**src/dbcam_pkg.sv**
```systemverilog
// Constants, register map and mode encoding for the bank and column address mapper.
`default_nettype none

package dbcam_pkg;

  // Register byte offsets on the plain register port.
  localparam logic [7:0] OFS_BANK_SEL     = 8'h00;
  localparam logic [7:0] OFS_COL_LOW_SEL  = 8'h04;
  localparam logic [7:0] OFS_COL_HIGH_SEL = 8'h08;
  localparam logic [7:0] OFS_MODE         = 8'h0C;
  localparam logic [7:0] OFS_STATUS       = 8'h10;

  // Field positions inside the bank select register.
  localparam int BANK0_LSB = 8;
  localparam int BANK1_LSB = 4;
  localparam int BANK2_LSB = 0;

  // Field positions inside the low column select register.
  localparam int COL_B2_LSB = 12;
  localparam int COL_B3_LSB = 8;
  localparam int COL_B4_LSB = 4;
  localparam int COL_B7_LSB = 0;

  // Field position of the width mode and of the status fields.
  localparam int MODE_LSB        = 0;
  localparam int STAT_UNSUP_LSB  = 0;
  localparam int STAT_BANK_LSB   = 4;
  localparam int STAT_COL_LSB    = 8;

  // Internal bases added to each selector value.
  localparam logic [4:0] BANK0_BASE  = 5'h02;
  localparam logic [4:0] BANK1_BASE  = 5'h03;
  localparam logic [4:0] BANK2_BASE  = 5'h04;
  localparam logic [4:0] COL_B2_BASE = 5'h02;
  localparam logic [4:0] COL_B3_BASE = 5'h03;
  localparam logic [4:0] COL_B4_BASE = 5'h04;
  localparam logic [4:0] COL_B7_BASE = 5'h07;

  // Selector limits and the value that forces a mapped bit to zero.
  localparam logic [3:0] BANK_SEL_MAX = 4'hE;
  localparam logic [3:0] COL_SEL_MAX  = 4'h7;
  localparam logic [3:0] SEL_OFF      = 4'hF;

  // Values after reset.
  localparam logic [11:0] BANK_SEL_RST = 12'h000;
  localparam logic [15:0] COL_SEL_RST  = 16'h0000;
  localparam logic [1:0]  MODE_RST     = 2'h0;

  // Output widths.
  localparam int COL_W  = 12;
  localparam int BANK_W = 3;

  // Data bus width mode.
  typedef enum logic [1:0] {
    DBCAM_FULL    = 2'b00,
    DBCAM_HALF    = 2'b01,
    DBCAM_QUARTER = 2'b10,
    DBCAM_RSVD    = 2'b11
  } dbcam_width_t;

endpackage : dbcam_pkg

`default_nettype wire

```
**src/dbcam_top.sv**
```systemverilog
// Bank and low column address mapper with its configuration registers.
//
// Decided for this implementation: the address-and-strobe port and the placing of the registers.
`default_nettype none

// Overview of operation
// - Bank bit 0 comes from address bit two plus bank0 selector, range 0..14.
// - Bank bit 1 comes from address bit three plus bank1 selector, range 0..14.
// - Bank bit 2 comes from address bit four plus selector; fifteen forces zero.
// - Column B2 selector, base 2, drives column bit 3, 4 or 5 by width.
// - Column B3 selector, base 3, drives column bit 4, 5 or 6 by width.
// - Column B4 selector, base 4, drives column bit 5, 6 or 7 by width.
// - Column B7 selector, base 7, drives column bit 8, 9 or 11 by width.
// - Column B7 selector at fifteen forces its column bit to zero.
// - Column bit 10 is never taken from the address; it stays zero.
// - Width mode: 00 full, 01 half, 10 quarter, 11 reserved.
module dbcam_top (
  // Clock and reset.
  input  wire logic        I_CLK_SYS,
  input  wire logic        I_RST,
  // Register port.
  input  wire logic [7:0]  I_REG_ADDR,
  input  wire logic [31:0] I_REG_WDATA,
  input  wire logic        I_REG_WR,
  input  wire logic        I_REG_RD,
  output logic      [31:0] O_REG_RDATA,
  // Incoming transaction address.
  input  wire logic        I_TXN_VALID,
  input  wire logic [31:0] I_TXN_ADDR,
  // Mapped bank and column towards the scheduler.
  output logic             O_MAP_VALID,
  output logic      [2:0]  O_MAP_BANK,
  output logic      [11:0] O_MAP_COL
);

  // Picks one address bit at base plus selector; returns zero past the top.
  function automatic logic pick_bit(input logic [31:0] addr, input logic [4:0] base,
                                    input logic [3:0] sel);
    logic [5:0] idx;
    idx = 6'({1'b0, base} + {2'b00, sel});
    pick_bit = (idx < 6'd32) ? addr[idx[4:0]] : 1'b0;
  endfunction : pick_bit

  // Configuration and state registers.
  logic [11:0] bank_sel_ff;
  logic [15:0] col_low_ff;
  logic [15:0] col_high_ff;
  logic [1:0]  mode_ff;
  logic        unsup_ff;
  logic [31:0] rdata_ff;
  logic        map_valid_ff;
  logic [2:0]  map_bank_ff;
  logic [11:0] map_col_ff;

  // Field views of the selector registers.
  wire logic [3:0] bank0_sel = bank_sel_ff[dbcam_pkg::BANK0_LSB +: 4];
  wire logic [3:0] bank1_sel = bank_sel_ff[dbcam_pkg::BANK1_LSB +: 4];
  wire logic [3:0] bank2_sel = bank_sel_ff[dbcam_pkg::BANK2_LSB +: 4];
  wire logic [3:0] col_b2_sel = col_low_ff[dbcam_pkg::COL_B2_LSB +: 4];
  wire logic [3:0] col_b3_sel = col_low_ff[dbcam_pkg::COL_B3_LSB +: 4];
  wire logic [3:0] col_b4_sel = col_low_ff[dbcam_pkg::COL_B4_LSB +: 4];
  wire logic [3:0] col_b7_sel = col_low_ff[dbcam_pkg::COL_B7_LSB +: 4];
  wire dbcam_pkg::dbcam_width_t dq_width_mode = dbcam_pkg::dbcam_width_t'(mode_ff);

  // Register address decode.
  wire logic hit_bank   = (I_REG_ADDR == dbcam_pkg::OFS_BANK_SEL);
  wire logic hit_col_lo = (I_REG_ADDR == dbcam_pkg::OFS_COL_LOW_SEL);
  wire logic hit_col_hi = (I_REG_ADDR == dbcam_pkg::OFS_COL_HIGH_SEL);
  wire logic hit_mode   = (I_REG_ADDR == dbcam_pkg::OFS_MODE);
  wire logic hit_status = (I_REG_ADDR == dbcam_pkg::OFS_STATUS);

  // Bank bits; an out-of-range selector yields zero rather than a wrong source.
  wire logic bank0_bit = (bank0_sel <= dbcam_pkg::BANK_SEL_MAX) &&
                         pick_bit(I_TXN_ADDR, dbcam_pkg::BANK0_BASE, bank0_sel);
  wire logic bank1_bit = (bank1_sel <= dbcam_pkg::BANK_SEL_MAX) &&
                         pick_bit(I_TXN_ADDR, dbcam_pkg::BANK1_BASE, bank1_sel);
  wire logic bank2_bit = (bank2_sel != dbcam_pkg::SEL_OFF) &&
                         pick_bit(I_TXN_ADDR, dbcam_pkg::BANK2_BASE, bank2_sel);

  // Column source bits before they are placed by the width mode.
  wire logic b2_ok = (col_b2_sel <= dbcam_pkg::COL_SEL_MAX);
  wire logic b3_ok = (col_b3_sel <= dbcam_pkg::COL_SEL_MAX);
  wire logic b4_ok = (col_b4_sel <= dbcam_pkg::COL_SEL_MAX);
  wire logic b7_ok = (col_b7_sel <= dbcam_pkg::COL_SEL_MAX);
  wire logic b2_bit = b2_ok && pick_bit(I_TXN_ADDR, dbcam_pkg::COL_B2_BASE, col_b2_sel);
  wire logic b3_bit = b3_ok && pick_bit(I_TXN_ADDR, dbcam_pkg::COL_B3_BASE, col_b3_sel);
  wire logic b4_bit = b4_ok && pick_bit(I_TXN_ADDR, dbcam_pkg::COL_B4_BASE, col_b4_sel);
  // Fifteen and anything above seven leave this bit at zero.
  wire logic b7_bit = b7_ok && pick_bit(I_TXN_ADDR, dbcam_pkg::COL_B7_BASE, col_b7_sel);

  // Selectors outside their legal range, and the reserved width mode.
  wire logic unsup_now = (bank0_sel > dbcam_pkg::BANK_SEL_MAX) ||
                         (bank1_sel > dbcam_pkg::BANK_SEL_MAX) ||
                         !b2_ok || !b3_ok || !b4_ok ||
                         (!b7_ok && col_b7_sel != dbcam_pkg::SEL_OFF) ||
                         (dq_width_mode == dbcam_pkg::DBCAM_RSVD);

  // Column placement by width mode; bit 10 is never written here.
  logic [11:0] col_map;
  always_comb begin
    col_map = 12'h000;
    case (dq_width_mode)
      dbcam_pkg::DBCAM_FULL: begin
        col_map[3] = b2_bit;
        col_map[4] = b3_bit;
        col_map[5] = b4_bit;
        col_map[8] = b7_bit;
      end
      dbcam_pkg::DBCAM_HALF: begin
        col_map[4] = b2_bit;
        col_map[5] = b3_bit;
        col_map[6] = b4_bit;
        col_map[9] = b7_bit;
      end
      dbcam_pkg::DBCAM_QUARTER: begin
        col_map[5]  = b2_bit;
        col_map[6]  = b3_bit;
        col_map[7]  = b4_bit;
        col_map[11] = b7_bit;
      end
      default: begin
        // Reserved width mode drives no column bits at all.
        col_map = 12'h000;
      end
    endcase
  end

  // Next values of the status flag; a new event wins over a clear in the same cycle.
  wire logic unsup_clr = I_REG_WR && hit_status && I_REG_WDATA[dbcam_pkg::STAT_UNSUP_LSB];
  wire logic unsup_set = I_TXN_VALID && unsup_now;
  wire logic nxt_unsup = unsup_set || (unsup_ff && !unsup_clr);

  // Read data mux; reserved bits and unmapped offsets read as zero.
  wire logic [31:0] nxt_rdata =
      !I_REG_RD  ? 32'h0000_0000 :
      hit_bank   ? {20'h00000, bank_sel_ff} :
      hit_col_lo ? {16'h0000, col_low_ff} :
      hit_col_hi ? {16'h0000, col_high_ff} :
      hit_mode   ? {30'h0000_0000, mode_ff} :
      hit_status ? {12'h000, map_col_ff, 1'b0, map_bank_ff, 3'h0, unsup_ff} :
                   32'h0000_0000;

  // Configuration registers; only the defined fields are stored.
  always_ff @(posedge I_CLK_SYS or posedge I_RST) begin
    if (I_RST) begin
      bank_sel_ff <= dbcam_pkg::BANK_SEL_RST;
      col_low_ff  <= dbcam_pkg::COL_SEL_RST;
      col_high_ff <= dbcam_pkg::COL_SEL_RST;
      mode_ff     <= dbcam_pkg::MODE_RST;
    end else if (I_REG_WR) begin
      if (hit_bank)   bank_sel_ff <= I_REG_WDATA[11:0];
      if (hit_col_lo) col_low_ff  <= I_REG_WDATA[15:0];
      if (hit_col_hi) col_high_ff <= I_REG_WDATA[15:0];
      if (hit_mode)   mode_ff     <= I_REG_WDATA[1:0];
    end
  end

  // Status flag and read data register.
  always_ff @(posedge I_CLK_SYS or posedge I_RST) begin
    if (I_RST) begin
      unsup_ff <= 1'b0;
      rdata_ff <= 32'h0000_0000;
    end else begin
      unsup_ff <= nxt_unsup;
      rdata_ff <= nxt_rdata;
    end
  end

  // Mapping stage: one register so the scheduler sees a clean, aligned result.
  always_ff @(posedge I_CLK_SYS or posedge I_RST) begin
    if (I_RST) begin
      map_valid_ff <= 1'b0;
      map_bank_ff  <= 3'h0;
      map_col_ff   <= 12'h000;
    end else begin
      map_valid_ff <= I_TXN_VALID;
      if (I_TXN_VALID) begin
        map_bank_ff <= {bank2_bit, bank1_bit, bank0_bit};
        map_col_ff  <= col_map;
      end
    end
  end

  assign O_REG_RDATA = rdata_ff;
  assign O_MAP_VALID = map_valid_ff;
  assign O_MAP_BANK  = map_bank_ff;
  assign O_MAP_COL   = map_col_ff;
endmodule : dbcam_top

`default_nettype wire

```
**config.mk**
```make
export PLATFORM = sky130hd
export DESIGN_NAME = dbcam_top
export DESIGN_NICKNAME = d
export VERILOG_FILES = /design/src/dbcam_pkg.sv /design/src/dbcam_top.sv
export SDC_FILE = /design/constraint.sdc
export NUM_CORES = 1
export LEC_CHECK = 0
export BUFFER_PORTS_ARGS = -buffer_cell sky130_fd_sc_hd__buf_2
export CAP_MARGIN = 20
export CORE_ASPECT_RATIO = 1.75
export CORE_MARGIN = 4
export CORE_UTILIZATION = 58
export CTS_CLUSTER_DIAMETER = 30
export DETAILED_ROUTE_END_ITERATION = 10
export GPL_ROUTABILITY_DRIVEN = 0
export PLACE_DENSITY_LB_ADDON = 0.08
export SYNTH_ARGS = -nofsm -noshare
export SYNTH_HDL_FRONTEND = slang
export SYNTH_SLANG_ARGS = --single-unit
```
**constraint.sdc**
```tcl
create_clock -name I_CLK_SYS -period 5.3 [get_ports I_CLK_SYS]
set_clock_uncertainty 0.2 [all_clocks]
set_input_delay 0.795 -clock I_CLK_SYS [delete_from_list [all_inputs] [get_ports I_CLK_SYS]]
set_output_delay 0.795 -clock I_CLK_SYS [all_outputs]
set_load 0.05 [all_outputs]
```
==> impl_metrics.yaml <==
logic_synthesis:
  yosysTopAreaCellShare_pct: 38.5
  yosys_warnings: 0
  synth_area_leaders: "dfrtp_1 (38%), mux4_2 (17%), mux2_2 (6.0%)"
  synth.most_common_cell: "dfrtp_1"
  synthCells: 430
  syn_avg_cell_area_um2: 11.8
  async_flop_share_pct: 100
  ys_seq_elements: 78
  synth.distinct_cells: 51
  netlist_area_um2: 5070
  ys_seq_area_share_pct: 38.5
  yosys.area.top_type: "dfrtp_1"
  synth.top_cells.by_count: "dfrtp_1 (78), mux4_2 (38), nand2_1 (35)"
  synth_edf_count: 0
  synth_flop_cell: "dfrtp_1"
timing:
  max_slew_margin_pct: 44.0
  finalCritPeriodShare_pct: 59.7
  holdWs_ps: 311
  min_period_ps: 3170
  layout_setup_ws_ps: 2130
  slew_violations: 0
  worst_pin_slew_ps: 841
  setup_viol: 0
  hold_viol: 0
  rsz0062_at_grt: "no"
  fmax_mhz: 316
  fin_tns_setup_ps: 0
global_routing:
  track_usage_pct: 25.6
  grt_start_max_net_pins: 49
  antenna_found_initial: 0
  grt_pass1_vias: 3960
  grt_pass1_wl_mm: 20.5
  gr-total-overflow: 0
layout:
  drive_gt1_share_pct: 36.6
  stdcell_count: 628
  area_growth_pct: 14.8
  nets: 599
  n_antenna_cell: 0
  fin_area_um2: 5830
route:
  num_vias: 3879
  top_layer: "met4"
  wl_mm: 12.8
  vias_per_cell: 6.18
  drt-initial-drc-count: 419
  drcViolationCount: 0
  detail_route.wl_per_cell_um: 20.3
  dr.pass1.iters: 4
  antenna_left: 0
  wl_met2_mm: 6.97
  wl_met1_mm: 4.67
  wl_met3_um: 818
floorplan:
  initial_utilization_pct: 60.2
  dieArea_um2: 10400
  fp.dieW_um: 78.7
  row_count: 44
  die_y_um: 132
  core_area_um2: 8420
  num_io_pins: 125
place:
  post-place-cells: 612
  place_ws_ps: 1780
  post_dp_cell_area_um2: 5490
  portBuffers: 91
  dp_hpwl_mm: 9.77
critical_path:
  critical-path-slowest-cell: "and3_1"
  crit_type: "in2reg"
  endpoint_kind: "flip-flop"
  worst-path-max-fanout: 17
  critPathMaxStageDelay_ps: 810
  cpLargestDelayFamily: "simple AND/OR/NAND/NOR gates"
  cp-start-kind: "primary input"
  cp_data_arrival_time_ps: 3180
  cp_cell_sequence: "buf_2 > or4_4 > nor4_4 > and3_1 > mux2_2"
  critical_path_required_ps: 5320
  path_buf_inv: 1
clocking:
  max-clock-path-buffers: 2
  root_buffer: "clkbuf_16"
  clkTransAtPathRegs_ps: 60
  post_cts_resize_count: 0
  cts_made_buffers: 9
  hold_buffers: 0
  htreeDepth: 3
  cts_tree: "done"
  clock_latency_ps: 340
  post_cts_buffers: 0
  cts_sinks: 78
power:
  powerDensity_nw_per_um2: 286
  p_leak_nw: 2.75
  peakVddDrop_mv: 0.187
run:
  drv_cap: 0
hold_path:
  hold_path_class: "reg2reg"
run_status:
  outcome: "finished clean"
## power by group
part,switching [mW],internal [mW]
clock,0.241,0.462
combinational,0.168,0.133
sequential,0.0415,0.620
## sequential cells by signal, indices dropped and copies added (netlist names), 2 cells and up
signal / count
O_REG_RDATA: 19
O_MAP_BANK: 3
col_low_ff: 16
bank_sel_ff: 12
dq_width_mode: 2
O_MAP_COL: 8
col_high_ff: 16
## metal layers
metal / global-route usage, % / up-vias
met5: 0 / -
met3: 3.83 / 25
li1: - / 1742
met1: 30.6 / 1950
met2: 45.9 / 162
met4: 9.05 / 0
## cell usage in the layout (no fill, tap or decap), types with 4 or more instances in the layout
master / instances
mux2_4: 10
a22oi_1: 5
mux4_2: 38
a222oi_1: 4
clkbuf_16: 9
dfrtp_1: 78
o21ai_0: 22
mux2i_1: 19
a21oi_1: 10
buf_2: 91
ha_1: 14
conb_1: 17
and2_1: 4
a22o_1: 5
nor2_1: 26
a21boi_0: 4
nand2_1: 35
mux2_2: 27
nor3_1: 5
nand3_1: 7
inv_1: 13
o211ai_1: 5
and3_1: 8
nor2b_1: 8
a31oi_1: 4
## through the flow
step	util, %	total power [mW]
after floorplan	-	0.892
after global routing	69.2	1.73
after CTS	69.2	1.67
after detailed placement	65.2	0.974
final	69.2	1.67
after global placement	65.2	0.964
## worst paths after layout
| check | cells past startpoint | slack, ps | startpoint | endpoint |
|---|---|---|---|---|
| min reg2reg | 1 | 310 | col_high_ff[11] | col_high_ff[11] |
| max | 5 | 2130 | I_REG_ADDR[1] | col_low_ff[6] |
| max in group asynchronous | 3 | 3520 | I_RST | O_MAP_BANK[2] |
| max reg2reg | 7 | 2530 | col_low_ff[8] | O_MAP_COL[5] |
| min | 1 | 310 | col_high_ff[11] | col_high_ff[11] |
| min in group asynchronous | 2 | 330 | I_RST | col_low_ff[14] |
## cell families (layout without fill, tap and decap cells)
| logic type | after synthesis | in the layout | share of synthesized area, % |
|---|---|---|---|
| buffers and inverters | 57 | 124 | 6.34 |
| AND/OR/NAND/NOR | 109 | 109 | 11.1 |
| flip-flops | 78 | 78 | 38.5 |
| multiplexers | 98 | 98 | 30.7 |
| AO/OA/AOI/OAI | 70 | 70 | 9.30 |
| XOR/XNOR | 3 | 3 | 0.518 |
| adder cells (fa/ha/maj) | 14 | 14 | 3.45 |
| other | 1 | 17 | 0.0739 |
## cell type report
cell class,instances,area [um2]
clock inverter,5,106
tap,115,144
sequential,78,1950
fill,659,2600
inverter,14,52.6
multi-input combinational,311,2860
timing repair buffer,94,478
clock buffer,11,233
(Power assumes the default switching activity.)
